===== src/inc/dus_pkg.sv =====
// Shared constants and types for the converter update scheduler
package dus_pkg;

   // Bus geometry
   localparam int DUS_ADDR_W = 8;
   localparam int DUS_DATA_W = 32;
   localparam int DUS_STRB_W = 4;
   localparam int DUS_LANE_BIT = 0;

   // Converter geometry
   localparam int DUS_NCONV = 2;
   localparam int DUS_BYTE_W = 8;
   localparam int DUS_CODE_W = 12;
   localparam int DUS_WORD_W = 16;

   // Register map, byte addresses of the first converter
   localparam logic [DUS_ADDR_W-1:0] DUS_CTRL0_ADDR = 8'h00;
   localparam logic [DUS_ADDR_W-1:0] DUS_LOW0_ADDR = 8'h04;
   localparam logic [DUS_ADDR_W-1:0] DUS_HIGH0_ADDR = 8'h08;
   localparam logic [DUS_ADDR_W-1:0] DUS_LATCH0_ADDR = 8'h0C;
   // Second converter repeats the group at this stride
   localparam logic [DUS_ADDR_W-1:0] DUS_CONV_STRIDE = 8'h10;
   localparam logic [DUS_ADDR_W-1:0] DUS_MAP_END = 8'h20;

   // Address decode fields
   localparam int DUS_ALIGN_W = 2;
   localparam int DUS_SEL_LSB = 2;
   localparam int DUS_SEL_W = 2;
   localparam int DUS_CONV_BIT = 4;
   localparam logic [DUS_SEL_W-1:0] DUS_SEL_CTRL = 2'h0;
   localparam logic [DUS_SEL_W-1:0] DUS_SEL_LOW = 2'h1;
   localparam logic [DUS_SEL_W-1:0] DUS_SEL_HIGH = 2'h2;
   localparam logic [DUS_SEL_W-1:0] DUS_SEL_LATCH = 2'h3;

   // Control register fields
   localparam int DUS_CTRL_EN_BIT = 7;
   localparam int DUS_MODE_LSB = 3;
   localparam int DUS_MODE_W = 2;
   localparam int DUS_FMT_LSB = 0;
   localparam int DUS_FMT_W = 3;
   localparam logic [DUS_BYTE_W-1:0] DUS_CTRL_WMASK = 8'h9F;
   localparam logic [DUS_BYTE_W-1:0] DUS_CTRL_RST = 8'h00;
   localparam logic [DUS_BYTE_W-1:0] DUS_DATA_RST = 8'h00;

   // Timer overflow inputs, index order follows the mode code
   localparam int DUS_NTMR = 3;
   localparam int DUS_TMR3_IDX = 0;
   localparam int DUS_TMR4_IDX = 1;
   localparam int DUS_TMR2_IDX = 2;

   // Staging queue
   localparam int DUS_FIFO_DEPTH = 4;
   localparam int DUS_ENTRY_W = 10;

   // AXI responses
   localparam logic [1:0] DUS_RESP_OKAY = 2'h0;
   localparam logic [1:0] DUS_RESP_SLVERR = 2'h2;

   // Update modes in field order
   typedef enum logic [DUS_MODE_W-1:0] {
      DUS_MODE_DEMAND,
      DUS_MODE_TMR3,
      DUS_MODE_TMR4,
      DUS_MODE_TMR2
   } dus_mode_type;

   // Result of address decode
   typedef struct packed {
      logic hit;
      logic conv;
      logic [DUS_SEL_W-1:0] sel;
   } dus_dec_type;

endpackage

===== src/core/dus_fifo.sv =====
// Small shift-register queue whose head sits in a register
`timescale 1ns/10ps

module dus_fifo #(
   parameter int WIDTH = 10,
   parameter int DEPTH = 4
) (
   input wire logic clk_sys,
   input wire logic rst,
   input wire logic inValid,
   output logic inReady,
   input wire logic [WIDTH-1:0] inData,
   output logic outValid,
   input wire logic outReady,
   output logic [WIDTH-1:0] outData
);

   localparam int CNT_W = $clog2(DEPTH + 1);

   typedef struct packed {
      logic [DEPTH-1:0][WIDTH-1:0] mem;
      logic [CNT_W-1:0] count;
   } dus_fifo_state_type;

   dus_fifo_state_type st;
   dus_fifo_state_type next_st;
   logic push;
   logic pop;
   logic [CNT_W-1:0] wIdx;

   // Honest flags straight from the fill count
   assign inReady = (st.count != CNT_W'(DEPTH));
   assign outValid = (st.count != '0);
   assign outData = st.mem[0];
   assign push = inValid && inReady;
   assign pop = outValid && outReady;

   // Pop shifts toward the head, push lands behind the last entry
   always_comb begin
      next_st = st;
      wIdx = st.count - CNT_W'(pop);
      if (pop) begin
         for (int i = 0; i < DEPTH - 1; i++) begin
            next_st.mem[i] = st.mem[i + 1];
         end
      end
      if (push) begin
         next_st.mem[wIdx] = inData;
      end
      next_st.count = st.count + CNT_W'(push) - CNT_W'(pop);
   end

   // State register
   always_ff @(posedge clk_sys or posedge rst) begin
      if (rst) begin
         st <= '0;
      end else begin
         st <= next_st;
      end
   end

endmodule


===== src/core/dus_scheduler.sv =====
// Update scheduler for two 12-bit converters behind an AXI4-Lite slave
//
// Our own choices: the AXI4-Lite interface to the registers and the address map.
`timescale 1ns/10ps

// Function
// - Each converter takes a 12-bit unsigned code from 0x000 to 0xFFF
// - Each converter has its own enable bit in its control register
// - A disabled converter keeps its output enable low, output high-impedance
// - Mode 00 copies staged data into the latch on a high-byte write
// - In mode 00 a low-byte write is only staged, output unchanged
// - Modes 01, 10, 11 hold both bytes until Timer 3, 4, 2 overflow
// - On selected overflow, high and low bytes go to the latch together
// - Second converter schedules identically with its own registers
// - Control bits 2:0 pick one of five placements of the word
module dus_scheduler
   import dus_pkg::*;
#(
   parameter int FIFO_DEPTH = DUS_FIFO_DEPTH
) (
   input wire logic clk_sys,
   input wire logic rst,
   input wire logic [DUS_ADDR_W-1:0] s_axi_awaddr,
   input wire logic s_axi_awvalid,
   output logic s_axi_awready,
   input wire logic [DUS_DATA_W-1:0] s_axi_wdata,
   input wire logic [DUS_STRB_W-1:0] s_axi_wstrb,
   input wire logic s_axi_wvalid,
   output logic s_axi_wready,
   output logic [1:0] s_axi_bresp,
   output logic s_axi_bvalid,
   input wire logic s_axi_bready,
   input wire logic [DUS_ADDR_W-1:0] s_axi_araddr,
   input wire logic s_axi_arvalid,
   output logic s_axi_arready,
   output logic [DUS_DATA_W-1:0] s_axi_rdata,
   output logic [1:0] s_axi_rresp,
   output logic s_axi_rvalid,
   input wire logic s_axi_rready,
   input wire logic tmr3Ovf,
   input wire logic tmr4Ovf,
   input wire logic tmr2Ovf,
   output logic [DUS_CODE_W-1:0] convCode0,
   output logic [DUS_CODE_W-1:0] convCode1,
   output logic convEnable0,
   output logic convEnable1
);

   // Block state apart from the staging queue, registered in one place
   typedef struct packed {
      logic awHeld;
      logic [DUS_ADDR_W-1:0] awAddr;
      logic wHeld;
      logic [DUS_DATA_W-1:0] wData;
      logic [DUS_STRB_W-1:0] wStrb;
      logic bValid;
      logic [1:0] bResp;
      logic rValid;
      logic [DUS_DATA_W-1:0] rData;
      logic [1:0] rResp;
      logic [DUS_NCONV-1:0][DUS_BYTE_W-1:0] ctrl;
      logic [DUS_NCONV-1:0][DUS_BYTE_W-1:0] low;
      logic [DUS_NCONV-1:0][DUS_BYTE_W-1:0] high;
      logic [DUS_NCONV-1:0][DUS_CODE_W-1:0] latch;
      logic [DUS_NTMR-1:0] tmrMeta;
      logic [DUS_NTMR-1:0] tmrSync;
      logic [DUS_NTMR-1:0] tmrLast;
   } dus_state_type;

   dus_state_type st;
   dus_state_type next_st;

   // Reset image from the named reset values, so a changed reset
   // value needs no edit in the state register; the rest starts clear
   function automatic dus_state_type resetImage();
      dus_state_type r;
      r = '0;
      for (int i = 0; i < DUS_NCONV; i++) begin
         r.ctrl[i] = DUS_CTRL_RST;
         r.low[i] = DUS_DATA_RST;
         r.high[i] = DUS_DATA_RST;
      end
      return r;
   endfunction

   localparam dus_state_type ST_RESET = resetImage();

   logic [DUS_NTMR-1:0] tmrPulse;
   logic [DUS_NCONV-1:0] copyNow;
   logic awReady;
   logic wReady;
   logic arReady;
   logic fifoInValid;
   logic fifoInReady;
   logic [DUS_ENTRY_W-1:0] fifoInData;
   logic fifoOutValid;
   logic fifoOutReady;
   logic [DUS_ENTRY_W-1:0] fifoOutData;

   // Map a byte address onto converter and register select
   function automatic dus_dec_type decode(
      input logic [DUS_ADDR_W-1:0] addr
   );
      dus_dec_type d;
      d.hit = (addr[DUS_ALIGN_W-1:0] == '0) && (addr < DUS_MAP_END);
      d.conv = addr[DUS_CONV_BIT];
      d.sel = addr[DUS_SEL_LSB +: DUS_SEL_W];
      return d;
   endfunction

   // Field accessors for a control byte
   function automatic dus_mode_type modeOf(
      input logic [DUS_BYTE_W-1:0] ctrl
   );
      return dus_mode_type'(ctrl[DUS_MODE_LSB +: DUS_MODE_W]);
   endfunction

   // Timer pulse that schedules a copy in the given mode
   function automatic logic timerPick(
      input dus_mode_type mode,
      input logic [DUS_NTMR-1:0] pulse
   );
      logic hit;
      hit = 1'b0;
      unique case (mode)
         DUS_MODE_DEMAND: hit = 1'b0;
         DUS_MODE_TMR3: hit = pulse[DUS_TMR3_IDX];
         DUS_MODE_TMR4: hit = pulse[DUS_TMR4_IDX];
         DUS_MODE_TMR2: hit = pulse[DUS_TMR2_IDX];
      endcase
      return hit;
   endfunction

   // Extract the 12-bit code from the byte pair per placement
   function automatic logic [DUS_CODE_W-1:0] justify(
      input logic [DUS_BYTE_W-1:0] ctrl,
      input logic [DUS_BYTE_W-1:0] hi,
      input logic [DUS_BYTE_W-1:0] lo
   );
      logic [DUS_FMT_W-1:0] fmt;
      logic [DUS_WORD_W-1:0] word;
      logic [DUS_WORD_W-1:0] shifted;
      // Shift by the format code, then keep the low code bits
      fmt = ctrl[DUS_FMT_LSB +: DUS_FMT_W];
      word = {hi, lo};
      // Top format bit set means left-justified, low bits ignored
      if (fmt[DUS_FMT_W-1]) begin
         shifted = word >> (DUS_WORD_W - DUS_CODE_W);
      end else begin
         shifted = word >> fmt[DUS_FMT_W-2:0];
      end
      return shifted[DUS_CODE_W-1:0];
   endfunction

   // Overflow edges after the two-flop synchroniser
   assign tmrPulse = st.tmrSync & ~st.tmrLast;

   // Which converters copy staged data this cycle
   always_comb begin
      for (int i = 0; i < DUS_NCONV; i++) begin
         copyNow[i] = timerPick(modeOf(st.ctrl[i]), tmrPulse);
      end
   end

   // Queue drain waits while a timer copy is in flight, so a byte
   // never lands in the same cycle its pair is being latched
   assign fifoOutReady = ~|copyNow;

   // One write and one read in flight; held halves block new ones
   // Answer comes one edge after both halves are held, later on a stall
   assign awReady = !st.awHeld && !st.bValid;
   assign wReady = !st.wHeld && !st.bValid;
   assign arReady = !st.rValid;

   // Staging queue for data-byte writes
   dus_fifo #(
      .WIDTH(DUS_ENTRY_W),
      .DEPTH(FIFO_DEPTH)
   ) u_stage_fifo (
      .clk_sys(clk_sys),
      .rst(rst),
      .inValid(fifoInValid),
      .inReady(fifoInReady),
      .inData(fifoInData),
      .outValid(fifoOutValid),
      .outReady(fifoOutReady),
      .outData(fifoOutData)
   );

   // Next-state logic for bus, staging and latches
   always_comb begin
      dus_dec_type wDec;
      dus_dec_type rDec;
      logic isData;
      logic isCtrl;
      logic lane;
      logic done;
      logic qConv;
      logic qHigh;
      logic [DUS_BYTE_W-1:0] qByte;
      logic [DUS_BYTE_W-1:0] wByte;

      next_st = st;
      fifoInValid = 1'b0;
      fifoInData = '0;
      wDec = decode(st.awAddr);
      rDec = decode(s_axi_araddr);
      isData = 1'b0;
      isCtrl = 1'b0;
      lane = 1'b0;
      done = 1'b0;
      wByte = st.wData[DUS_BYTE_W-1:0];
      qConv = fifoOutData[DUS_ENTRY_W-1];
      qHigh = fifoOutData[DUS_ENTRY_W-2];
      qByte = fifoOutData[DUS_BYTE_W-1:0];

      // Overflow inputs come from another clock, two flops first
      next_st.tmrMeta = {tmr2Ovf, tmr4Ovf, tmr3Ovf};
      next_st.tmrSync = st.tmrMeta;
      next_st.tmrLast = st.tmrSync;

      // Address and data channels are taken in either order
      if (s_axi_awvalid && awReady) begin
         next_st.awHeld = 1'b1;
         next_st.awAddr = s_axi_awaddr;
      end
      if (s_axi_wvalid && wReady) begin
         next_st.wHeld = 1'b1;
         next_st.wData = s_axi_wdata;
         next_st.wStrb = s_axi_wstrb;
      end

      // Response retires on bready
      if (st.bValid && s_axi_bready) begin
         next_st.bValid = 1'b0;
      end

      // Finish a write once both halves are held
      if (st.awHeld && st.wHeld) begin
         isData = wDec.hit &&
            (wDec.sel == DUS_SEL_LOW || wDec.sel == DUS_SEL_HIGH);
         isCtrl = wDec.hit && (wDec.sel == DUS_SEL_CTRL);
         lane = st.wStrb[DUS_LANE_BIT];
         if (isData && lane) begin
            // Full queue stalls the response, which stalls the master
            fifoInValid = 1'b1;
            fifoInData = {wDec.conv, wDec.sel == DUS_SEL_HIGH, wByte};
            done = fifoInReady;
         end else if (isCtrl && lane) begin
            // Mode change waits for queued bytes so they keep the
            // mode they were written under
            done = !fifoOutValid;
            if (done) begin
               next_st.ctrl[wDec.conv] = wByte & DUS_CTRL_WMASK;
            end
         end else begin
            // Latch readback and empty strobes write nothing
            done = 1'b1;
         end
         if (done) begin
            next_st.awHeld = 1'b0;
            next_st.wHeld = 1'b0;
            next_st.bValid = 1'b1;
            next_st.bResp = wDec.hit ? DUS_RESP_OKAY : DUS_RESP_SLVERR;
         end
      end

      // Apply one queued byte to its converter's staging pair
      if (fifoOutValid && fifoOutReady) begin
         if (qHigh) begin
            next_st.high[qConv] = qByte;
            // On-demand mode copies on the high-byte write
            if (modeOf(st.ctrl[qConv]) == DUS_MODE_DEMAND) begin
               next_st.latch[qConv] =
                  justify(st.ctrl[qConv], qByte, st.low[qConv]);
            end
         end else begin
            next_st.low[qConv] = qByte;
         end
      end

      // Timer-scheduled copy, both bytes in one step, per converter
      // Queue drain is held off now, so the pair cannot tear
      for (int i = 0; i < DUS_NCONV; i++) begin
         if (copyNow[i]) begin
            next_st.latch[i] =
               justify(st.ctrl[i], st.high[i], st.low[i]);
         end
      end

      // Read channel, one access at a time
      // Unmapped reads answer zero with an error response
      if (st.rValid && s_axi_rready) begin
         next_st.rValid = 1'b0;
      end
      if (s_axi_arvalid && arReady) begin
         next_st.rValid = 1'b1;
         next_st.rResp = rDec.hit ? DUS_RESP_OKAY : DUS_RESP_SLVERR;
         next_st.rData = '0;
         if (rDec.hit) begin
            unique case (rDec.sel)
               DUS_SEL_CTRL:
                  next_st.rData = DUS_DATA_W'(st.ctrl[rDec.conv]);
               DUS_SEL_LOW:
                  next_st.rData = DUS_DATA_W'(st.low[rDec.conv]);
               DUS_SEL_HIGH:
                  next_st.rData = DUS_DATA_W'(st.high[rDec.conv]);
               DUS_SEL_LATCH:
                  next_st.rData = DUS_DATA_W'(st.latch[rDec.conv]);
            endcase
         end
      end
   end

   // State register; all-zero reset is on-demand, off, zero data
   always_ff @(posedge clk_sys or posedge rst) begin
      if (rst) begin
         st <= ST_RESET;
      end else begin
         st <= next_st;
      end
   end

   // Bus outputs
   // Response and read data come straight from registers
   assign s_axi_awready = awReady;
   assign s_axi_wready = wReady;
   assign s_axi_bvalid = st.bValid;
   assign s_axi_bresp = st.bResp;
   assign s_axi_arready = arReady;
   assign s_axi_rvalid = st.rValid;
   assign s_axi_rdata = st.rData;
   assign s_axi_rresp = st.rResp;

   // Codes change only at a copy, never while bytes trickle in
   // Converter outputs; low enable keeps the output high-impedance
   assign convCode0 = st.latch[0];
   assign convCode1 = st.latch[1];
   assign convEnable0 = st.ctrl[0][DUS_CTRL_EN_BIT];
   assign convEnable1 = st.ctrl[1][DUS_CTRL_EN_BIT];

endmodule


===== config.mk =====
export PLATFORM = sky130hd
export DESIGN_NAME = dus_scheduler
export DESIGN_NICKNAME = d
export VERILOG_FILES = /design/src/inc/dus_pkg.sv /design/src/core/dus_fifo.sv /design/src/core/dus_scheduler.sv
export SDC_FILE = /design/constraint.sdc
export NUM_CORES = 1
export LEC_CHECK = 0
export BUFFER_PORTS_ARGS = -buffer_cell sky130_fd_sc_hd__buf_2
export CAP_MARGIN = 25
export CORE_UTILIZATION = 39
export DETAILED_ROUTE_END_ITERATION = 7
export PLACE_DENSITY_LB_ADDON = 0.2
export SYNTH_ARGS = -nofsm -noshare
export SYNTH_HDL_FRONTEND = slang
export SYNTH_SLANG_ARGS = --single-unit

===== constraint.sdc =====
create_clock -name clk_sys -period 13.04 [get_ports clk_sys]
set_clock_uncertainty 0.15 [all_clocks]
set_input_delay 1.304 -clock clk_sys [delete_from_list [all_inputs] [get_ports clk_sys]]
set_output_delay 1.304 -clock clk_sys [all_outputs]
set_load 0.005 [all_outputs]

# Word-level counts from Yosys, hierarchy flattened
# Index checks and enable logic that the tools add are counted.
[op_classes]
n_addsub = 3
n_lt_le_gt_ge = 9
n_eq_ne = 12
n_shift = 3
muxes = 62
bitwise = 5
reduce_logical = 48
[ops]
columns = ["cell", "n"]
rows = [
  ["$mux W12", 11],
  ["$pmux W32 S4", 1],
  ["$mux W8", 10],
  ["$mux W24", 3],
  ["$mux W30", 2],
  ["$bwmux W16", 3],
  ["$shr A16 B2 Y12", 3],
  ["$bwmux W40", 1],
  ["$mux W37", 1],
  ["$mux W35", 1],
  ["$mux W32", 1],
  ["$mux W10", 3],
  ["$bwmux W24", 1],
  ["$demux W10 S2", 1],
  ["$logic_and A1 B1 Y1", 19],
  ["$demux W8 S1", 2],
  ["$lt A8 B6 Y1 const B", 2],
  ["$eq A2 B2 Y1 const B", 7],
  ["$logic_not A2 Y1", 7],
  ["$reduce_bool A2 Y1", 7],
  ["$demux W12 S1", 1],
  ["$mux W1", 11],
  ["$mux W5", 2],
  ["$mux W9", 1],
  ["other kinds (21)", 41],
]
[totals]
register_bits = 208
inputBits = 62
out_inout_bits = 67
elab_cells = 168

# Longest topological paths before layout
# Gate-level depths: netlist of the first run.
[depth]
depth_word = 13
depth_mapped = 14
ltp_nobuf = 11

# By module
# Synthesis of the first run repeated with hierarchy kept, for this count alone.
[hier_totals]
hier_cells = 774
area_unflattened_um2 = 9081.2
[modules_own_cells]
columns = ["module", "n_inst", "cells_per_inst", "area_each_um2", "seq_area_each_um2"]
rows = [
  ["dus_scheduler", 1, 622, 6861.6, 2802.7],
  ["dus_fifo", 1, 152, 2219.6, 1076.0],
]

# Least setup slack after synthesis of the first run
# OpenSTA, ideal clock, no wires.
[synth_timing]
path_kind = "reg-to-reg"
from = "reg st (netlist bit next_st[0])"
to = "reg u_stage_fifo.st[23] (netlist bit)"
setup_time_ns = 0.131
arrival_ns = 2.720
required_time_ns = 12.759
path_slack_ns = 10.039
path_stages_with_launch = 15
path_buffers = 3
synth_period_minus_slack_ns = 3.001
path_cell_list = "dfrtp_1 > nor2b_1 > o22a_1 > buf_2 > a221oi_4 > buf_4 > nand2_1 > inv_1 > ha_1 > o211ai_1 > o21a_1 > nor4b_1 > o221ai_1 > buf_2 > mux2i_1"
[synth_lines]
columns = ["element", "line", "text"]
rows = [
  ["from (decl)", "dus_scheduler.sv:70", "dus_state_type st;"],
  ["from (signal assigned)", "dus_scheduler.sv:320", "st <= next_st;"],
  ["to (signal assigned)", "dus_fifo.sv:58", "st <= next_st;"],
  ["to (decl)", "dus_fifo.sv:25", "dus_fifo_state_type st;"],
]

==> results of run 1 <==
-- state kept, by name, summed over array words and instances (netlist names) --
signal                count
st                       64
u_stage_fifo.st          33
convCode0                12
convCode1                12
s_axi_rdata              12
u_stage_fifo.outData     10
next_st                   6
convEnable0               1
convEnable1               1
s_axi_bresp               1
s_axi_bvalid              1
s_axi_rresp               1
s_axi_rvalid              1
-- kinds of logic (layout without fill, tap and decap cells) --
group	after synthesis	after routing
simple gates	158	158
fa+ha+maj	6	6
flops	155	155
other cells	1	22
xor+xnor	2	2
buf+inv	140	144
mux	222	222
compound gates	136	136
-- power groups by stage --
stage               registers, uW  logic, uW  clock network [uW]
floorplan                     569        208                   0
global placement              595        242                   0
detailed placement            596        246                   0
CTS                           586        247                 495
global route                  594        273                 513
finish                        586        245                 487
-- worst max-delay path by stage --
stage	slack (ns)	from	depth (start not counted)	to
after CTS	9.00	st[69]	11	u_stage_fifo.outData[0]
after detailed placement	9.04	st[69]	11	u_stage_fifo.outData[0]
after global routing	8.73	st[69]	11	u_stage_fifo.outData[1]
after global placement	9.08	st[69]	11	u_stage_fifo.outData[1]
after floorplan	7.41	rst	1	convCode0[0]
final	9.02	st[69]	11	u_stage_fifo.outData[0]
-- area by class of cell --
| cell class | count | area share, % |
|---|---|---|
| inverters | 24 | 0.939 |
| flip-flops and latches | 155 | 38.3 |
| repair buffers | 88 | 4.97 |
| clock inverters | 14 | 1.26 |
| multi-input cells | 546 | 46.3 |
| well taps | 313 | 3.87 |
| clock buffers | 18 | 4.34 |
-- worst max-delay path, stage by stage (launching register included) --
cell and delay, ns:
dfrtp_1 0.54, nand2_1 0.14, o22a_1 0.36, a221oi_4 0.85, nand2_1 0.22, inv_1 0.16
ha_1 0.18, o211ai_1 0.09, o21a_1 0.15, nor4b_1 0.36, o221ai_2 0.44, mux2i_1 0.22
-- layer usage --
layer | vias to the layer above | GRT usage, % | part of all wire (%)
met5 | - | 0 | 0
met4 | 0 | 6.82 | 2.2
met3 | 34 | 4.03 | 6.8
met2 | 270 | 32.4 | 46
met1 | 3295 | 28.1 | 45
li1 | 2948 | - | -
-- metrics by stage --
| step | std cells | total power (uW) |
|---|---|---|
| 2_1_floorplan | 841 | 777 |
| 3_3_place_gp | 1123 | 837 |
| 3_5_place_dp | 1123 | 842 |
| 4_1_cts | 1155 | 1330 |
| 5_1_grt | 1158 | 1380 |
| 6_report | 1158 | 1320 |
-- placed cells by master (no fill, tap or decap), types with 5 or more instances in the layout --
cell type and count:
nand3_1 16, inv_1 23, nand2_1 82, clkbuf_16 17
nor2b_1 12, nor2_1 16, a32oi_1 8, dfrtp_1 155
inv_6 5, a21oi_1 27, o211ai_1 8, mux2i_1 114
a211oi_1 6, o21ai_0 32, o221ai_1 6, mux2_2 72
buf_4 7, a21o_1 5, mux4_2 34, ha_1 5
buf_2 79, conb_1 22
==> results_dict.tcl, run 1 <==
set metrics [dict create \
    maxSlewViolCount 0 \
    clock_path_buffers 2 \
    htree_levels 4 \
    p_seq_share_pct 44.5 \
    p_leak_uw 0.00468 \
    cp_data_required_time_ns 13.17 \
    synth_top_cell_area_share_pct 41.9 \
    r2r_end "u_stage_fifo.outData[0]" \
    post-route-period-util_pct 30.8 \
    synthCells 820 \
    utilization_pct 44.2 \
    worst_slew_pin_slew_ns 1.00 \
    port_buffers 79 \
    post-cts-setup-buffer-count 0 \
    setup_violations 0 \
    clkLatencyLatePin_ns 0.43 \
    period_needed_ns 4.02 \
    max_slew_margin_pct 32.6 \
    p_sw_uw 420 \
    synthMuxAreaShare_pct 29.8 \
    syn_to_final_growth_pct 9.44 \
    drive_gt1_share_pct 29.0 \
    hold_path_depth 0 \
    numCtsBuffers 17 \
    numClockSinks 155 \
    yosys_warnings 0 \
    p_clk_share_pct 37.0 \
    placed_cell_area_um2 9490 \
    die_y_um 156 \
    ctsResizeCount 0 \
    first_pass_iters 5 \
    setup_slack_ns 9.02 \
    synth_compound_area_share_pct 10.4 \
    ir_worst_vdd_mv 0.101 \
    crit_fanout 13 \
    worst-r2r-setup-slack_ns 9.02 \
    vias_per_cell 5.65 \
    synth-edff-count 0 \
    arrival_ns 4.15 \
    drv_cap 0 \
    place_congestion 0.847 \
    row_count 55 \
    diodes 0 \
    synth.most_common_cell "dfrtp_1" \
    gr-total-overflow 0 \
    cts_tree "built" \
    ys.flop_type "dfrtp_1" \
    die_area_um2 24300 \
    grt_max_degree 105 \
    worstHoldStart "next_st[4]" \
    synth_area_leaders "dfrtp_1, mux2i_1, mux2_2" \
    rsz0062_at_grt "no" \
    critPathLaunchType "flip-flop" \
    drt_iter0_markers 461 \
    core_um2 22900 \
    async_flop_share_pct 100 \
    wl_per_cell_um 20.6 \
    r2r.worst_path.cells 11 \
    setup_tns_ns 0 \
    cts.clk_slew.worst_paths_ns 0.07 \
    hold_path.class "flip-flop to flip-flop" \
    critPathKind "flip-flop to flip-flop" \
    vias 6547 \
    root_buffer "clkbuf_16" \
    run_status "finished clean" \
    finalHoldViolations 0 \
    grt_pass1_wl_mm 37.4 \
    grt_use_total_pct 20.5 \
    p_sw_share_pct 31.9 \
    power.share.combinational_pct 18.6 \
    yosysTopAreaCell "dfrtp_1" \
    place_ws_ns 9.04 \
    die_x_um 156 \
    grt_pass1_vias 6292 \
    multi_input_area_um2 4690 \
    yosys-top-cells-count "dfrtp_1, mux2i_1, nand2_1, mux2_2, buf_4" \
    synth_top_family_by_area "multiplexers" \
    holdBufCountCts 0 \
    num_io_pins 129 \
    avgSynthCellArea_um2 11.3 \
    yosys.area_share.adder_pct 0.893 \
    synth_xor_area_share_pct 0.189 \
    synth-simple-area-share_pct 8.29 \
    critPathCaptureType "flip-flop" \
    final_cell_area_um2 10100 \
    wirelength_mm 23.8 \
    seq_area_um2 3880 \
    synth_seq_area_share_pct 41.9 \
    fmax_ghz 0.249 \
    powerDensity_nw_per_um2 130 \
    fin_nets 900 \
    drc 0 \
    r2r-start "st[69]" \
    p_int_uw 897 \
    ant_nets 0 \
    yosysUniqueCellTypes 62 \
    dp_hpwl_mm 16.3 \
    netlist_area_um2 9250 \
    fillers 2201 \
    start_util_pct 40.4 \
    hold_ws_ns 0.201 \
    min_delay_worst_endpoint "next_st[1]" \
    synth_seq_cells 155 \
    antenna_found_initial 0 \
]
Note: power is estimated with default switching activity, not from simulation.
==> run 2, diff against run 1 <==
- clock period: 13.04 -> 3.83 ns (I/O delays scaled with it)
==> run 2 against run 1 <==
Utilization grew 1.1 points. Worst setup slack lost 8.4 ns. Clock-buffer cell count shrank 1. Worst hold slack lost 0.18 ns. Critical endpoint is now u_stage_fifo.st[27]. Largest power group unchanged. Highest routed layer unchanged.
==> results_dict.tcl, run 2 (synthesis results as in run 1) <==
set metrics [dict create \
    setup_slack_ns 0.633 \
    clock_path_buffers 2 \
    setup_violations 0 \
    numCtsBuffers 17 \
    post-route-period-util_pct 83.5 \
    numClockSinks 155 \
    period_needed_ns 3.20 \
    r2r_end "u_stage_fifo.st[27]" \
    critPathKind "flip-flop to flip-flop" \
    num_io_pins 129 \
    setup_tns_ns 0 \
    ir_worst_vdd_mv 0.406 \
    ctsResizeCount 0 \
    place_congestion 0.854 \
    port_buffers 79 \
    hold_path_depth 2 \
    final_cell_mix "dfrtp_1, mux2i_1, nand2_1" \
    start_util_pct 40.4 \
    grt_pass1_wl_mm 38.7 \
    run_status "finished clean" \
    wl_per_cell_um 20.8 \
    syn_to_final_growth_pct 12.1 \
    power.share.combinational_pct 17.9 \
    max_slew_margin_pct 50.0 \
    largest_reg_flops 64 \
    core_um2 22900 \
    wirelength_mm 24.6 \
    die_x_um 156 \
    r2r.worst_path.cells 12 \
    dp_hpwl_mm 17.1 \
    drive_gt1_share_pct 29.5 \
    drc 0 \
    cts.clk_slew.worst_paths_ns 0.08 \
    worst-r2r-setup-slack_ns 0.63 \
    drv_cap 0 \
    arrival_ns 3.36 \
    largest_register "st" \
    root_buffer "clkbuf_16" \
    crit_start "st[69]" \
    ant_nets 0 \
    maxSlewViolCount 0 \
    hold_path.class "input pin to flip-flop" \
    htree_levels 4 \
    utilization_pct 45.2 \
    cpPeakStageDelay_ns 0.53 \
    final_common_cell "dfrtp_1" \
    fmax_ghz 0.313 \
    fin_nets 923 \
    path_cells "nand2_1 -> o22a_1 -> a221oi_4 -> nand2_1 -> inv_1 -> ha_1 -> o211ai_1 -> o21a_1 -> nor4b_1 -> o221ai_1 -> buf_4 -> mux2i_1" \
    p_sw_uw 1440 \
    place_ws_ns 0.723 \
    p_sw_share_pct 30.7 \
    diodes 0 \
    first_pass_iters 5 \
    die_y_um 156 \
    finalHoldViolations 0 \
    grt_pass1_vias 6605 \
    drt_iter0_markers 455 \
    crit_fanout 10 \
    die_area_um2 24300 \
    clkLatencyLatePin_ns 0.44 \
    slowest_stage "dfrtp_1" \
    gr-total-overflow 0 \
    grt_use_total_pct 21.3 \
    top_regs "st (64), u_stage_fifo.st (33)" \
    cpMostUsedCell "nand2_1" \
    vias_per_cell 5.58 \
    p_leak_uw 0.00482 \
    p_int_uw 3260 \
    grt_max_degree 48 \
    endpoint "u_stage_fifo.st[27]" \
    r2r-start "st[69]" \
    cts_tree "built" \
    vias 6595 \
    row_count 55 \
    worst_slew_pin_slew_ns 0.750 \
    cp_data_required_time_ns 3.99 \
    critPathCaptureType "flip-flop" \
    p_seq_share_pct 42.3 \
    rsz0062_at_grt "no" \
    fillers 2161 \
    critPathLaunchType "flip-flop" \
    p_clk_share_pct 39.8 \
    antenna_found_initial 0 \
    powerDensity_nw_per_um2 453 \
]
-- run 2: how the worst min path moves through the flow --
stage,start,endpoint,slack [ns]
finish,s_axi_wdata[6],st[129],0.02
global route,s_axi_wdata[6],st[129],0.007
CTS,s_axi_wdata[6],st[129],0.004
detailed placement,next_st[4],next_st[1],0.18
global placement,next_st[4],next_st[1],0.19
floorplan,next_st[3],next_st[0],0.18
-- run 2: routing by layer --
layer	global-route usage, %	wire length [um]	vias up	share of wire [%]
li1	-	-	3006	-
met1	28.0	11100	3321	45
met2	35.2	11800	232	48
met3	3.86	1200	36	4.9
met4	7.14	555	0	2.3
met5	0	0	-	0
-- run 2: what timing repair did --
action,4_1_cts,5_1_grt
hold buffers,8,1
endpoints found under the hold margin,8,35
endpoints found under the setup margin,0,0
setup buffers,0,0
-- run 2: final cells by class --
type,count,area [um^2],share of cell area (%)
multi-input cells,546,4670,45.0
inverters,24,93.8,0.905
clock buffers,17,425,4.10
repair buffers,111,683,6.59
well taps,313,392,3.78
clock inverters,15,226,2.18
flip-flops and latches,155,3880,37.4
-- run 2: power by group through the flow --
stage | clock network (uW) | registers [uW] | logic [uW]
floorplan | 0 | 1940 | 709
global route | 1970 | 2020 | 938
finish | 1870 | 1990 | 844
global placement | 0 | 2020 | 826
detailed placement | 0 | 2020 | 839
CTS | 1910 | 1990 | 850
-- run 2: critical path, delay by kind of cell (launching register included) --
family / cells / cell delay [ns]
AOI/OAI and AO/OA: 5 / 1.11
and+or+nand+nor: 3 / 0.61
DFF: 1 / 0.53
buffers and inverters: 2 / 0.36
adders and majority gates: 1 / 0.18
muxes: 1 / 0.14
-- run 2: metrics by stage --
step | total power [uW] | instances | cell area, um^2 | hold WS [ns]
2_1_floorplan | 2650 | 841 | 9330 | 0.181
3_3_place_gp | 2840 | 1138 | 9600 | 0.186
3_5_place_dp | 2860 | 1138 | 9600 | 0.185
4_1_cts | 4750 | 1178 | 10300 | 0.00368
5_1_grt | 4930 | 1181 | 10400 | 0.00663
6_report | 4700 | 1181 | 10400 | 0.0178
